$ cat src/adc_ctrl_defines.svh
// Constants for the converter channel, GPIO and timing control block
//
// Summary of operation
// - While software reset runs every channel works as an analog input; pin_func_i applies again after it.
// - Each channel's function select bit switches it from analog to GPIO.
// - A GPIO channel's direction bit selects input or output.
// - Digital input level reports the sampled level of digital input channels.
// - Digital output channels drive the level written in digital output level.
// - Output drive type bit picks open-drain or push-pull per channel.
// - Results are 12-bit unsigned straight binary codes, LSB equals reference over 4096.
// - Software reset completes within 5 ms, then its bit clears itself.
// - Conversions are timed internally; the host supplies no conversion clock.
// - Manual mode serves host requests; autonomous mode sequences channels alone.
// - Alert is raised when a monitored channel crosses its high or low threshold.
// - With averaging on, the result is a 16-bit filtered value.
// - A 16-bit true RMS value of one selected channel over a window.
// - Zero-cross output toggles as a selected channel crosses its threshold.
// - Digital input level also shows the real pin level of output channels.
`ifndef ADC_CTRL_DEFINES_SVH
`define ADC_CTRL_DEFINES_SVH

// ==========================================================================
// Widths and reset values
`define NUM_CH          8
`define CODE_BITS       12
`define AVG_BITS        16
`define AVG_SAMPLES_L2  4
`define RMS_WIN_L2      6
`define PIN_CFG_RST     8'h00

// ==========================================================================
// Timing
`define CLK_MHZ         25
`define T_CYCLE_NS      1000
`define CYCLE_CLKS      ((`T_CYCLE_NS * `CLK_MHZ + 999) / 1000)
`define T_RST_MS        5
`define RST_CLKS        (`T_RST_MS * `CLK_MHZ * 1000)

`endif

$ cat src/adc_ctrl_pkg.sv
// Types for the converter channel, GPIO and timing control block
`default_nettype none
package adc_ctrl_pkg;

	typedef enum logic [1:0] {ST_IDLE, ST_CONV} conv_st_t;

	typedef struct packed {
		conv_st_t    st;
		logic        soft_busy;
		logic [23:0] rst_cnt;
		logic [15:0] tick_cnt;
		logic [2:0]  chan;
		logic        conv_start;
		logic [3:0]  avg_cnt;
		logic [15:0] avg_acc;
		logic [15:0] result;
		logic [2:0]  result_chan;
		logic        result_valid;
		logic [7:0]  gpi;
		logic [7:0]  pin_out;
		logic [7:0]  pin_oe;
		logic [7:0]  alert;
		logic        zero_cross_detect;
		logic [7:0]  rms_cnt;
		logic [31:0] rms_acc;
		logic [31:0] rms_rad;
		logic        rms_start;
		logic [15:0] rms;
		logic        rms_valid;
	} ctrl_state_t;

	typedef struct packed {
		logic        busy;
		logic        done;
		logic [3:0]  idx;
		logic [31:0] rad;
		logic [15:0] root;
	} sqrt_state_t;

endpackage
`default_nettype wire

$ cat src/sqrt_if.sv
// Request and answer between the control block and the square root unit
`timescale 1ns/10ps
`default_nettype none
interface sqrt_if;
	logic        start;
	logic [31:0] radicand;
	logic        done;
	logic [15:0] root;
	modport master (output start, output radicand, input done, input root);
	modport slave  (input start, input radicand, output done, output root);
endinterface
`default_nettype wire

$ cat src/int_sqrt.sv
// Iterative integer square root, one result bit per clock
`timescale 1ns/10ps
`default_nettype none
module int_sqrt
	import adc_ctrl_pkg::*;
(
	input  wire logic sys_clk_i,
	input  wire logic nrst_i,
	sqrt_if.slave     sq
);
	sqrt_state_t s_r;
	sqrt_state_t s_nxt;
	logic [15:0] trial;

	// ==========================================================================
	// Next state
	always_comb begin
		s_nxt = s_r;
		s_nxt.done = 1'b0;
		trial = s_r.root | (16'h0001 << s_r.idx);
		if (!s_r.busy) begin
			if (sq.start) begin
				s_nxt.busy = 1'b1;
				s_nxt.idx  = 4'hF;
				s_nxt.rad  = sq.radicand;
				s_nxt.root = 16'h0000;
			end
		end else begin
			if (32'(trial) * 32'(trial) <= s_r.rad) begin
				s_nxt.root = trial;
			end
			if (s_r.idx == 4'h0) begin
				s_nxt.busy = 1'b0;
				s_nxt.done = 1'b1;
			end else begin
				s_nxt.idx = s_r.idx - 4'h1;
			end
		end
	end

	always_ff @(posedge sys_clk_i) begin
		if (!nrst_i) begin
			s_r <= '0;
		end else begin
			s_r <= s_nxt;
		end
	end

	assign sq.done = s_r.done;
	assign sq.root = s_r.root;

	// ==========================================================================
	// Checks
	AST_SQRT_LEN: assert property (@(posedge sys_clk_i) disable iff (!nrst_i)
		(sq.start && !s_r.busy) |-> ##17 sq.done)
		else $error("square root did not finish in 17 cycles");

endmodule
`default_nettype wire

$ cat src/adc_channel_mux_gpio_control.sv
// Channel function, GPIO, conversion sequencing, averaging, alert, RMS and zero-cross control
`timescale 1ns/10ps
`default_nettype none
`include "adc_ctrl_defines.svh"
module adc_channel_mux_gpio_control
	import adc_ctrl_pkg::*;
#(
	parameter int NUM_CH     = `NUM_CH,
	parameter int CYCLE_CLKS = `CYCLE_CLKS,
	parameter int RST_CLKS   = `RST_CLKS,
	parameter int RMS_WIN_L2 = `RMS_WIN_L2
) (
	input  wire logic              sys_clk_i,
	input  wire logic              nrst_i,
	input  wire logic              soft_rst_req_i,
	output logic                   soft_rst_busy_o,
	input  wire logic [7:0]        pin_func_i,
	input  wire logic [7:0]        gpio_dir_i,
	input  wire logic [7:0]        output_drive_type_i,
	input  wire logic [7:0]        digital_output_level_i,
	output logic [7:0]             digital_input_level_o,
	input  wire logic [7:0]        chan_in_i,
	output logic [7:0]             chan_out_o,
	output logic [7:0]             chan_oe_o,
	input  wire logic              auto_en_i,
	input  wire logic              manual_req_i,
	input  wire logic [2:0]        manual_chan_i,
	output logic                   manual_ready_o,
	input  wire logic              avg_en_i,
	output logic                   conv_start_o,
	output logic [2:0]             conv_chan_o,
	input  wire logic              code_valid_i,
	input  wire logic [11:0]       code_i,
	output logic [15:0]            result_o,
	output logic [2:0]             result_chan_o,
	output logic                   result_valid_o,
	input  wire logic [7:0]        monitor_en_i,
	input  wire logic [7:0][11:0]  thr_hi_i,
	input  wire logic [7:0][11:0]  thr_lo_i,
	input  wire logic [7:0]        alert_clr_i,
	output logic                   alert_o,
	output logic [7:0]             alert_flags_o,
	input  wire logic              rms_en_i,
	input  wire logic [2:0]        rms_chan_i,
	output logic [15:0]            rms_o,
	output logic                   rms_valid_o,
	input  wire logic              zero_cross_detect_en_i,
	input  wire logic [2:0]        zero_cross_detect_chan_i,
	input  wire logic [11:0]       zero_cross_detect_thr_i,
	output logic                   zero_cross_detect_o
);

	// ==========================================================================
	// Parameter checks
	if (NUM_CH != 8) begin : g_chk_ch
		$error("NUM_CH must be 8");
	end
	if (CYCLE_CLKS < 1 || CYCLE_CLKS > 65535) begin : g_chk_cyc
		$error("CYCLE_CLKS out of range");
	end
	if (RST_CLKS < 1 || RST_CLKS > 16777215) begin : g_chk_rst
		$error("RST_CLKS out of range");
	end
	if (RMS_WIN_L2 < 1 || RMS_WIN_L2 > 8) begin : g_chk_rms
		$error("RMS_WIN_L2 must be 1 to 8");
	end

	// ==========================================================================
	// Helpers
	function automatic logic [2:0] next_chan(input logic [2:0] cur, input logic [7:0] mask);
		logic [2:0] c;
		logic       hit;
		c   = cur;
		hit = 1'b0;
		for (int k = 1; k <= 8; k++) begin
			if (!hit && mask[3'(cur + 3'(k))]) begin
				c   = 3'(cur + 3'(k));
				hit = 1'b1;
			end
		end
		return c;
	endfunction

	ctrl_state_t s_r;
	ctrl_state_t s_nxt;
	logic [7:0]  func;
	logic [7:0]  analog;
	logic        tick;
	sqrt_if      sq ();

	int_sqrt u_sqrt (
		.sys_clk_i (sys_clk_i),
		.nrst_i    (nrst_i),
		.sq        (sq.slave)
	);

	assign func   = s_r.soft_busy ? `PIN_CFG_RST : pin_func_i;
	assign analog = ~func;
	assign tick   = (s_r.tick_cnt == 16'h0000);

	// ==========================================================================
	// Next state
	always_comb begin
		logic [15:0] sum;
		logic [11:0] cmp;
		logic [23:0] sqr;
		logic [31:0] acc;
		logic        publish;
		sum     = 16'h0000;
		cmp     = 12'h000;
		sqr     = 24'h000000;
		acc     = 32'h00000000;
		publish = 1'b0;
		s_nxt   = s_r;
		s_nxt.conv_start   = 1'b0;
		s_nxt.result_valid = 1'b0;
		s_nxt.rms_valid    = 1'b0;
		s_nxt.rms_start    = 1'b0;
		s_nxt.tick_cnt = tick ? 16'(CYCLE_CLKS - 1) : s_r.tick_cnt - 16'h0001;
		s_nxt.gpi      = chan_in_i & func;
		for (int i = 0; i < 8; i++) begin
			s_nxt.pin_oe[i]  = func[i] & gpio_dir_i[i]
				& (output_drive_type_i[i] | ~digital_output_level_i[i]);
			s_nxt.pin_out[i] = func[i] & gpio_dir_i[i] & output_drive_type_i[i]
				& digital_output_level_i[i];
		end
		s_nxt.alert = s_r.alert & ~alert_clr_i;
		if (sq.done) begin
			s_nxt.rms       = sq.root;
			s_nxt.rms_valid = 1'b1;
		end
		case (s_r.st)
			ST_IDLE: begin
				if (s_r.avg_cnt != 4'h0) begin
					if (tick) begin
						s_nxt.st         = ST_CONV;
						s_nxt.conv_start = 1'b1;
					end
				end else if (auto_en_i) begin
					if (tick && (|analog)) begin
						s_nxt.chan       = next_chan(s_r.chan, analog);
						s_nxt.st         = ST_CONV;
						s_nxt.conv_start = 1'b1;
					end
				end else if (manual_req_i && analog[manual_chan_i]) begin
					s_nxt.chan       = manual_chan_i;
					s_nxt.st         = ST_CONV;
					s_nxt.conv_start = 1'b1;
				end
			end
			ST_CONV: begin
				if (code_valid_i) begin
					s_nxt.st = ST_IDLE;
					if (avg_en_i || s_r.avg_cnt != 4'h0) begin
						sum           = s_r.avg_acc + {4'h0, code_i};
						s_nxt.avg_cnt = s_r.avg_cnt + 4'h1;
						s_nxt.avg_acc = sum;
						if (s_r.avg_cnt == 4'hF) begin
							s_nxt.avg_acc = 16'h0000;
							s_nxt.result  = sum;
							cmp           = sum[15:4];
							publish       = 1'b1;
						end
					end else begin
						s_nxt.result = {4'h0, code_i};
						cmp          = code_i;
						publish      = 1'b1;
					end
					if (publish) begin
						s_nxt.result_chan  = s_r.chan;
						s_nxt.result_valid = 1'b1;
						if (monitor_en_i[s_r.chan]
							&& (cmp > thr_hi_i[s_r.chan] || cmp < thr_lo_i[s_r.chan])) begin
							s_nxt.alert[s_r.chan] = 1'b1;
						end
						if (zero_cross_detect_en_i && s_r.chan == zero_cross_detect_chan_i) begin
							s_nxt.zero_cross_detect = (cmp > zero_cross_detect_thr_i);
						end
					end
					if (rms_en_i && s_r.chan == rms_chan_i) begin
						sqr           = 24'(code_i) * 24'(code_i);
						acc           = s_r.rms_acc + {8'h00, sqr};
						s_nxt.rms_acc = acc;
						s_nxt.rms_cnt = s_r.rms_cnt + 8'h01;
						if (s_r.rms_cnt == 8'((1 << RMS_WIN_L2) - 1)) begin
							s_nxt.rms_rad   = {24'(acc >> RMS_WIN_L2), 8'h00};
							s_nxt.rms_start = 1'b1;
							s_nxt.rms_acc   = 32'h00000000;
							s_nxt.rms_cnt   = 8'h00;
						end
					end
				end
			end
			default: begin
				s_nxt.st = ST_IDLE;
			end
		endcase
		if (s_r.soft_busy) begin
			s_nxt           = '0;
			s_nxt.soft_busy = (s_r.rst_cnt != 24'h000000);
			s_nxt.rst_cnt   = s_r.rst_cnt - 24'h000001;
		end else if (soft_rst_req_i) begin
			s_nxt.soft_busy = 1'b1;
			s_nxt.rst_cnt   = 24'(RST_CLKS - 1);
		end
	end

	always_ff @(posedge sys_clk_i) begin
		if (!nrst_i) begin
			s_r <= '0;
		end else begin
			s_r <= s_nxt;
		end
	end

	// ==========================================================================
	// Outputs
	assign sq.start              = s_r.rms_start;
	assign sq.radicand           = s_r.rms_rad;
	assign soft_rst_busy_o       = s_r.soft_busy;
	assign digital_input_level_o = s_r.gpi;
	assign chan_out_o            = s_r.pin_out;
	assign chan_oe_o             = s_r.pin_oe;
	assign manual_ready_o        = (s_r.st == ST_IDLE) && !auto_en_i && !s_r.soft_busy
		&& (s_r.avg_cnt == 4'h0);
	assign conv_start_o          = s_r.conv_start;
	assign conv_chan_o           = s_r.chan;
	assign result_o              = s_r.result;
	assign result_chan_o         = s_r.result_chan;
	assign result_valid_o        = s_r.result_valid;
	assign alert_flags_o         = s_r.alert;
	assign alert_o               = |s_r.alert;
	assign rms_o                 = s_r.rms;
	assign rms_valid_o           = s_r.rms_valid;
	assign zero_cross_detect_o   = s_r.zero_cross_detect;

	// ==========================================================================
	// Checks
	logic [24:0] busy_len;
	always_ff @(posedge sys_clk_i) begin
		if (!nrst_i || !s_r.soft_busy) begin
			busy_len <= 25'h0000000;
		end else begin
			busy_len <= busy_len + 25'h0000001;
		end
	end

	AST_RST_BOUND: assert property (@(posedge sys_clk_i) disable iff (!nrst_i)
		busy_len <= 25'(RST_CLKS))
		else $error("software reset held too long");
	AST_RST_ANALOG: assert property (@(posedge sys_clk_i) disable iff (!nrst_i)
		s_r.soft_busy |=> (chan_oe_o == 8'h00 && digital_input_level_o == 8'h00))
		else $error("channel not analog during reset");
	AST_NO_DRIVE: assert property (@(posedge sys_clk_i) disable iff (!nrst_i)
		!s_r.soft_busy |=> ((chan_oe_o & ~$past(pin_func_i)) == 8'h00))
		else $error("analog channel driven");
	AST_INPUT_DIR: assert property (@(posedge sys_clk_i) disable iff (!nrst_i)
		!s_r.soft_busy |=> ((chan_oe_o & ~$past(gpio_dir_i)) == 8'h00))
		else $error("input channel driven");
	AST_GPI: assert property (@(posedge sys_clk_i) disable iff (!nrst_i)
		!s_r.soft_busy |=> (digital_input_level_o == $past(chan_in_i & pin_func_i)))
		else $error("digital input level wrong");
	AST_PUSH_PULL: assert property (@(posedge sys_clk_i) disable iff (!nrst_i)
		!s_r.soft_busy |=> ((chan_out_o ^ $past(digital_output_level_i))
			& $past(pin_func_i & gpio_dir_i & output_drive_type_i)) == 8'h00)
		else $error("push-pull level wrong");
	AST_OPEN_DRAIN: assert property (@(posedge sys_clk_i) disable iff (!nrst_i)
		!s_r.soft_busy |=> ((chan_out_o | (chan_oe_o ^ ~$past(digital_output_level_i)))
			& $past(pin_func_i & gpio_dir_i & ~output_drive_type_i)) == 8'h00)
		else $error("open-drain drive wrong");
	AST_TICK: assert property (@(posedge sys_clk_i) disable iff (!nrst_i)
		s_r.tick_cnt <= 16'(CYCLE_CLKS - 1))
		else $error("conversion timer out of range");
	AST_ALERT: assert property (@(posedge sys_clk_i) disable iff (!nrst_i)
		(s_r.st == ST_CONV && code_valid_i && !avg_en_i && s_r.avg_cnt == 4'h0 && !s_r.soft_busy
			&& !soft_rst_req_i && monitor_en_i[s_r.chan] && code_i > thr_hi_i[s_r.chan])
			|=> alert_o)
		else $error("alert not raised");
	AST_RAW_CODE: assert property (@(posedge sys_clk_i) disable iff (!nrst_i)
		(s_r.st == ST_CONV && code_valid_i && !avg_en_i && s_r.avg_cnt == 4'h0 && !s_r.soft_busy
			&& !soft_rst_req_i) |=> (result_valid_o && result_o == {4'h0, $past(code_i)}))
		else $error("raw result wrong");

endmodule
`default_nettype wire

$ cat config.mk
export PLATFORM = sky130hd
export DESIGN_NAME = adc_channel_mux_gpio_control
export DESIGN_NICKNAME = d
export VERILOG_FILES = /design/src/adc_ctrl_pkg.sv /design/src/sqrt_if.sv /design/src/int_sqrt.sv /design/src/adc_channel_mux_gpio_control.sv
export VERILOG_INCLUDE_DIRS = /design/src
export SDC_FILE = /design/constraint.sdc
export NUM_CORES = 1
export LEC_CHECK = 0
export BUFFER_PORTS_ARGS = -buffer_cell sky130_fd_sc_hd__buf_2
export CAP_MARGIN = 10
export CORE_ASPECT_RATIO = 0.7
export CORE_UTILIZATION = 40
export CTS_CLUSTER_SIZE = 14
export DETAILED_ROUTE_END_ITERATION = 16
export GPL_TIMING_DRIVEN = 0
export PLACE_DENSITY_LB_ADDON = 0.05
export SETUP_SLACK_MARGIN = 0.05
export SLEW_MARGIN = 20
export SYNTH_ARGS = -nofsm -noshare
export SYNTH_HDL_FRONTEND = slang
export SYNTH_SLANG_ARGS = --single-unit
$ cat constraint.sdc
create_clock -name sys_clk_i -period 9.15 [get_ports sys_clk_i]
set_input_delay 0.915 -clock sys_clk_i [delete_from_list [all_inputs] [get_ports sys_clk_i]]
set_output_delay 0.915 -clock sys_clk_i [all_outputs]
set_load 0.005 [all_outputs]
==> results of run 1 <==
[Yosys cell counts, types with 8 or more instances]
master / count
sky130_fd_sc_hd__inv_1: 416
sky130_fd_sc_hd__nand2_1: 313
sky130_fd_sc_hd__fa_1: 262
sky130_fd_sc_hd__ha_1: 250
sky130_fd_sc_hd__dfxtp_1: 245
sky130_fd_sc_hd__nor2_1: 237
sky130_fd_sc_hd__a21oi_1: 160
sky130_fd_sc_hd__clkbuf_1: 90
sky130_fd_sc_hd__o21ai_0: 86
sky130_fd_sc_hd__buf_4: 71
sky130_fd_sc_hd__xnor2_1: 63
sky130_fd_sc_hd__mux4_2: 59
sky130_fd_sc_hd__a21o_1: 58
sky130_fd_sc_hd__nor3_1: 50
sky130_fd_sc_hd__and2_1: 49
sky130_fd_sc_hd__nand3_1: 49
sky130_fd_sc_hd__mux2i_1: 45
sky130_fd_sc_hd__xor2_1: 41
sky130_fd_sc_hd__a22oi_1: 30
sky130_fd_sc_hd__nand4_1: 27
sky130_fd_sc_hd__a31oi_1: 26
sky130_fd_sc_hd__a211oi_1: 22
sky130_fd_sc_hd__and3_1: 21
sky130_fd_sc_hd__buf_1: 20
sky130_fd_sc_hd__or3_1: 17
sky130_fd_sc_hd__o21a_1: 15
sky130_fd_sc_hd__nor2b_1: 14
sky130_fd_sc_hd__nor4_1: 14
sky130_fd_sc_hd__or2_2: 14
sky130_fd_sc_hd__o31ai_1: 13
sky130_fd_sc_hd__nand2b_1: 12
sky130_fd_sc_hd__o211ai_1: 12
sky130_fd_sc_hd__nand3b_1: 11
sky130_fd_sc_hd__a22o_1: 8
[registers in the layout, summed over array words and instances, names as in the netlist, 3 cells and up]
signal and count:
s_r 99, u_sqrt.s_r 29, sq.radicand 24, result_o 16, rms_o 16, u_sqrt.sq.root 16
alert_flags_o 8, chan_oe_o 8, chan_out_o 8, digital_input_level_o 8, conv_chan_o 3, result_chan_o 3
[worst max-delay path by stage]
stage	from	to	slack, ns
3_3_place_gp	u_sqrt.s_r[51]	u_sqrt.sq.root[9]	-2.38
2_1_floorplan	u_sqrt.s_r[50]	u_sqrt.sq.root[9]	0.36
5_1_grt	u_sqrt.s_r[49]	u_sqrt.sq.root[6]	-0.08
6_report	u_sqrt.s_r[50]	u_sqrt.sq.root[6]	0.15
4_1_cts	u_sqrt.s_r[51]	u_sqrt.sq.root[14]	0.06
3_5_place_dp	u_sqrt.s_r[51]	u_sqrt.sq.root[12]	-2.51
[cells by family after synthesis]
logic type / Yosys count / share of synthesized area
AOI/OAI and AO/OA: 496 / 0.123
muxes: 107 / 0.0704
xor gates and xnor gates: 104 / 0.0354
DFF: 245 / 0.191
and+or+nand+nor: 863 / 0.156
buffers and inverters: 606 / 0.0991
adders and majority gates: 513 / 0.326
[routing by layer]
layer	vias up	GRT usage	part of all wire
met2	665	0.393	0.43
met1	11200	0.397	0.49
met3	72	0.0528	0.071
met5	-	0	0.00058
met4	8	0.0302	0.010
li1	10700	-	-
[area by class of cell]
type	instances	area (um^2)
Antenna cell	3	7.51
Buffer	182	1080
Clock buffer	40	786
Clock inverter	9	96.3
Fill cell	6169	32700
Inverter	422	1620
Multi-Input combinational cell	2083	18800
Sequential cell	245	4910
Tap cell	829	1040
Timing Repair Buffer	421	2280
[timing repair]
item,CTS,global route
resized for setup,111,88
setup endpoints to repair,16,16
pin swaps,10,47
buffers inserted,15,39
gates cloned,0,1
[per-stage QoR]
stage	TNS (ns)	instance area, um^2	instances
final	0	30600	4234
after global routing	-0.831	30600	4233
after global placement	-35.35	28600	4129
after detailed placement	-37.17	28600	4129
after floorplan	0	25700	2934
after CTS	0	30000	4191
[report_power, final]
| group | internal, W | switching (W) | leakage, nW | total [W] |
|---|---|---|---|---|
| Sequential | 0.00111 | 0.0000399 | 1.98 | 0.00115 |
| Clock | 0.000625 | 0.000497 | 0.421 | 0.00112 |
| Combinational | 0.000938 | 0.00137 | 12.5 | 0.00231 |
| Total | 0.00267 | 0.00191 | 14.9 | 0.00458 |
==> results.json, run 1 <==
{
  "totalPowerFinal_w": 0.00458,
  "critical-path-top-delay-family": "adder cells",
  "synthesis.yosys.warnings": 0,
  "drtIter0Drc": 1708,
  "post_detailed_routing_wire_length_mm": 86.1,
  "die-area_um2": 65400,
  "reg2regPathDepth": 35,
  "cts_made_buffers": 28,
  "clock_latency_on_the_worst_skew_pair_ns": 0.59,
  "synth.net_count": 3736,
  "grt_first_pass_wirelength_mm": 133,
  "timing.final.ws_setup_ns": 0.154,
  "synth-seq-cells": 245,
  "final_layout_size_suffix_gt1_frac": 0.217,
  "syn-cell-area_um2": 25700,
  "clk_pin_slew_ns": 0.06,
  "most_common_cell_after_layout_fill_and_taps_aside": "sky130_fd_sc_hd__inv_1",
  "timing_hold_violations_final": 0,
  "first_global_vias": 22800,
  "grt_setup_unrepaired": "true",
  "drtAntennaViolNets": 0,
  "critical_path_class": "flop to flop",
  "largest_net_degree_at_the_start_of_global_routing": 15,
  "cpMostUsedCell": "sky130_fd_sc_hd__fa_1",
  "final_core_util": 0.483,
  "min_period_over_period": 0.983,
  "grt_antenna_before_repair": 12,
  "overflow": 0,
  "nNetsFinal": 4185,
  "yosys.cell_types.count": 82,
  "timing.critical_path.required_ns": 9.65,
  "dpl.hpwl_mm": 72.5,
  "dpl_worst_slack_ns": -2.51,
  "post_synth_main_area_contributors": "sky130_fd_sc_hd__fa_1 20%, sky130_fd_sc_hd__dfxtp_1 19%, sky130_fd_sc_hd__ha_1 12%, sky130_fd_sc_hd__inv_1 6.1%, sky130_fd_sc_hd__mux4_2 5.2%",
  "post_drt_via_cell_ratio": 5.34,
  "synth_area_leader_cell": "sky130_fd_sc_hd__fa_1",
  "cp-start-kind": "flop",
  "yosysSeqAreaShare": 0.191,
  "crit_path_max_incr_delay_ns": 0.55,
  "hold_path_class": "flop to flop",
  "synth_edf_count": 0,
  "skew_ns": 0.0314,
  "synth_top_flop_cell": "sky130_fd_sc_hd__dfxtp_1",
  "min_period_ns": 9.00,
  "cp_buf_inv_count": 8,
  "fmaxAchievable_ghz": 0.111,
  "critical_path.endpoint_type": "flop",
  "via_count": 22600,
  "avgSynthCellArea_um2": 8.77,
  "holdBufCountCts": 0,
  "setup.reg_to_reg.worst_slack_ns": 0.15,
  "critical_path_peak_fanout": 7,
  "numPortBuffers": 366,
  "final-max-slew-violation-count": 0,
  "root_buffer": "sky130_fd_sc_hd__clkbuf_16",
  "cts_buffer_depth": 3,
  "run_status": "finished, final reports clean",
  "netlist_instances": 2934,
  "holdCritStartpoint": "s_r[167]",
  "core-area_um2": 63400,
  "holdPathEnd": "s_r[167]",
  "timing.critical_path.arrival_ns": 9.50,
  "leakage_nw": 14.9,
  "slew_hr": 0.319,
  "reg2reg_start": "u_sqrt.s_r[50]",
  "detail_route.wl_per_cell_um": 20.3,
  "synthArstFlopShare": 0,
  "stages_on_the_worst_setup_path": 35,
  "whs_ns": 0.441,
  "area_delta_synth_final_pct": 19.1,
  "global_route.usage.total": 0.262,
  "die_w_um": 305,
  "actual_transition_at_the_worst_max_transition_pin_ns": 1.02,
  "initial_standard_cell_utilization_of_the_core": 0.406,
  "cts.sink_count": 245,
  "post-route-drc-count": 0,
  "rows": 77,
  "r2r-end": "u_sqrt.sq.root[6]",
  "replace_congestion": 0.981,
  "drv_cap": 0,
  "slowest_stage": "sky130_fd_sc_hd__fa_1",
  "setup_viol_count_final": 0,
  "drt_pre_antenna_iters": 6,
  "io_pins": 367,
  "power.ir.vdd_worst_mv": 0.147,
  "chipHeight_um": 214,
  "synth_top_cell_area_share": 0.204,
  "mostFrequentLayoutCells": "407 x sky130_fd_sc_hd__inv_1, 368 x sky130_fd_sc_hd__buf_2, 306 x sky130_fd_sc_hd__nand2_1",
  "tritoncts_clock_tree": "yes",
  "number_of_stages_on_the_worst_hold_path": 1,
  "power.density_cell_area_nw_per_um2": 149,
  "htreeDepth": 1
}
(Power assumes the default switching activity.)
==> run 2: changes to the inputs <==
Settings changed: ABC_AREA set to 1, HOLD_SLACK_MARGIN set to 0.02.
==> run 2 against run 1 <==
Hold slack lost 0.024 ns. Setup slack gained 0.37 ns. Area after synthesis grew 1.2%. First-iteration DRC count grew 19%. Clock power grew 9%. Clock-buffer cell count shrank 2. Clock skew shrank 0.012 ns.
==> results.json, run 2 <==
{
  "routed-wl-met3_mm": 7.68,
  "fin_tns_setup_ns": 0,
  "detailroute.wirelength.met2_mm": 34.4,
  "power.density_cell_area_nw_per_um2": 168,
  "cp-start-kind": "flop",
  "totalPowerFinal_w": 0.00513,
  "num-fill-cells": 6684,
  "multi_input_area_um2": 17800,
  "first_global_vias": 23100,
  "cts.sink_count": 245,
  "drt_pre_antenna_iters": 6,
  "critical_path_peak_fanout": 10,
  "design_area_um2": 30500,
  "critical_path.endpoint_type": "flop",
  "netlist_instances": 3490,
  "mostFrequentLayoutCells": "656 x sky130_fd_sc_hd__inv_1, 605 x sky130_fd_sc_hd__nand2_1, 378 x sky130_fd_sc_hd__buf_2",
  "mux_share_of_post_synthesis_cell_area": 0.000817,
  "synth_xor_area_frac": 0.0289,
  "dpl_worst_slack_ns": -1.41,
  "largest_net_degree_at_the_start_of_global_routing": 16,
  "setup.reg_to_reg.worst_slack_ns": 0.53,
  "synth_top_flop_cell": "sky130_fd_sc_hd__dfxtp_1",
  "replace_congestion": 0.990,
  "synth_edf_count": 0,
  "post-route-drc-count": 0,
  "synth_simple_gate_area_frac": 0.176,
  "actual_transition_at_the_worst_max_transition_pin_ns": 1.05,
  "regMostFlops": "s_r",
  "synth_top_cell_area_share": 0.201,
  "setup_viol_count_final": 0,
  "root_buffer": "sky130_fd_sc_hd__clkbuf_16",
  "placedInstanceArea_um2": 29000,
  "placedCellCount": 4724,
  "dpl.hpwl_mm": 73.3,
  "drv_cap": 0,
  "yosysSeqAreaShare": 0.188,
  "die-area_um2": 66200,
  "rows": 77,
  "run_status": "finished, final reports clean",
  "yosys.cell_types.count": 70,
  "chipHeight_um": 216,
  "setup.worst_path.start": "u_sqrt.s_r[51]",
  "io_pins": 367,
  "syn-cell-area_um2": 26000,
  "post_drt_via_cell_ratio": 5.04,
  "synthesis.yosys.warnings": 0,
  "core-area_um2": 63800,
  "critical_path_class": "flop to flop",
  "timing.critical_path.arrival_ns": 9.14,
  "nNetsFinal": 4711,
  "area_delta_synth_final_pct": 17.1,
  "holdCritStartpoint": "s_r[167]",
  "hold_path_class": "flop to flop",
  "reg2reg_start": "u_sqrt.s_r[51]",
  "die_w_um": 307,
  "power.ir.vdd_worst_mv": 0.277,
  "synth-seq-cells": 245,
  "main_combinational_cell_family_by_area_after_synthesis": "adder cells",
  "via_count": 24300,
  "synth_fa_ha_area_frac": 0.321,
  "synth-compound-area-share": 0.148,
  "leakage_nw": 16.2,
  "post_synth_main_area_contributors": "sky130_fd_sc_hd__fa_1 20%, sky130_fd_sc_hd__dfxtp_1 19%, sky130_fd_sc_hd__ha_1 12%, sky130_fd_sc_hd__inv_1 9.5%, sky130_fd_sc_hd__nand2_1 8.8%",
  "tritoncts_clock_tree": "yes",
  "fmaxAchievable_ghz": 0.116,
  "clk_pin_slew_ns": 0.06,
  "critical-path-top-delay-family": "adder cells",
  "flip_flop_count_of_the_largest_register_all_copies_and_words_added": 99,
  "post-synth-top-count-cell": "sky130_fd_sc_hd__inv_1",
  "finish.cell_count_without_fillers": 4813,
  "grt_first_pass_wirelength_mm": 137,
  "top_layer_used": "met5",
  "synthArstFlopShare": 0,
  "timing.critical_path.required_ns": 9.66,
  "htreeDepth": 1,
  "grt_setup_unrepaired": "false",
  "cts_made_buffers": 28,
  "grt_antenna_before_repair": 16,
  "slowest_stage": "sky130_fd_sc_hd__fa_1",
  "drtIter0Drc": 2033,
  "global_route.usage.total": 0.267,
  "skew_ns": 0.0197,
  "timing_hold_violations_final": 0,
  "crit_path_max_incr_delay_ns": 0.56,
  "post_detailed_routing_wire_length_mm": 88.8,
  "synth_area_leader_cell": "sky130_fd_sc_hd__fa_1",
  "clock_latency_on_the_worst_skew_pair_ns": 0.59,
  "final_layout_size_suffix_gt1_frac": 0.158,
  "numPortBuffers": 365,
  "min_period_ns": 8.62,
  "detail_route.wl_per_cell_um": 18.4,
  "wl_met1_mm": 45.2,
  "overflow": 0,
  "cts_buffer_depth": 3,
  "most_common_cell_after_layout_fill_and_taps_aside": "sky130_fd_sc_hd__inv_1",
  "timing.final.ws_setup_ns": 0.526,
  "slew_hr": 0.299,
  "holdBufCountCts": 0,
  "cp_buf_inv_count": 7,
  "drtAntennaViolNets": 0,
  "synth.net_count": 4292,
  "final-max-slew-violation-count": 0,
  "min_period_over_period": 0.943,
  "regArea_um2": 4900,
  "cpMostUsedCell": "sky130_fd_sc_hd__fa_1",
  "synth.cells.most_frequent": "656 x sky130_fd_sc_hd__inv_1, 608 x sky130_fd_sc_hd__nand2_1, 274 x sky130_fd_sc_hd__a21oi_1",
  "initial_standard_cell_utilization_of_the_core": 0.408,
  "avgSynthCellArea_um2": 7.46
}
[run 2: report_power, final]
part           switching, W  total (W)  leakage [nW]  internal, W
logic               0.00183    0.00277          13.7     0.000948
registers         0.0000319    0.00114          1.98      0.00111
clock network      0.000506    0.00122         0.474     0.000713
total               0.00236    0.00513          16.2      0.00277
[run 2: worst paths after layout]
kind,cells past startpoint,to
max reg2reg,31,u_sqrt.sq.root[15]
min,1,s_r[167]
max,31,u_sqrt.sq.root[15]
min reg2reg,1,s_r[167]
[run 2: area by class of cell]
class | count | area share
multi-input cells | 2380 | 0.584
flip-flops and latches | 245 | 0.161
clock buffers | 38 | 0.0255
repair buffers | 389 | 0.0678
plain buffers | 194 | 0.0355
well taps | 869 | 0.0356
clock inverters | 12 | 0.00652
diodes | 15 | 0.00123
inverters | 671 | 0.0828
[run 2: layer usage]
| layer | vias up | global-route usage |
|---|---|---|
| li1 | 11900 | - |
| met1 | 11400 | 0.427 |
| met2 | 817 | 0.370 |
| met3 | 84 | 0.0492 |
| met4 | 2 | 0.0433 |
| met5 | - | 0 |
[run 2: through the flow]
stage | util | hold WS (ns)
6_report | 0.478 | 0.417
5_1_grt | 0.478 | 0.453
4_1_cts | 0.474 | 0.417
3_5_place_dp | 0.454 | 0.409
3_3_place_gp | 0.454 | 0.401
2_1_floorplan | - | 0.393
[run 2: timing repair]
action                     CTS  global route
setup endpoints to repair   16            16
buffers inserted             9            15
pin swaps                    6            15
gates resized for setup     50            42
[run 2: kinds of logic after synthesis]
logic type | count (synthesis)
adder cells (fa/ha/maj) | 512
multiplexers | 2
AO/OA/AOI/OAI | 694
AND/OR/NAND/NOR | 1087
XOR/XNOR | 85
flip-flops | 245
buffers and inverters | 865
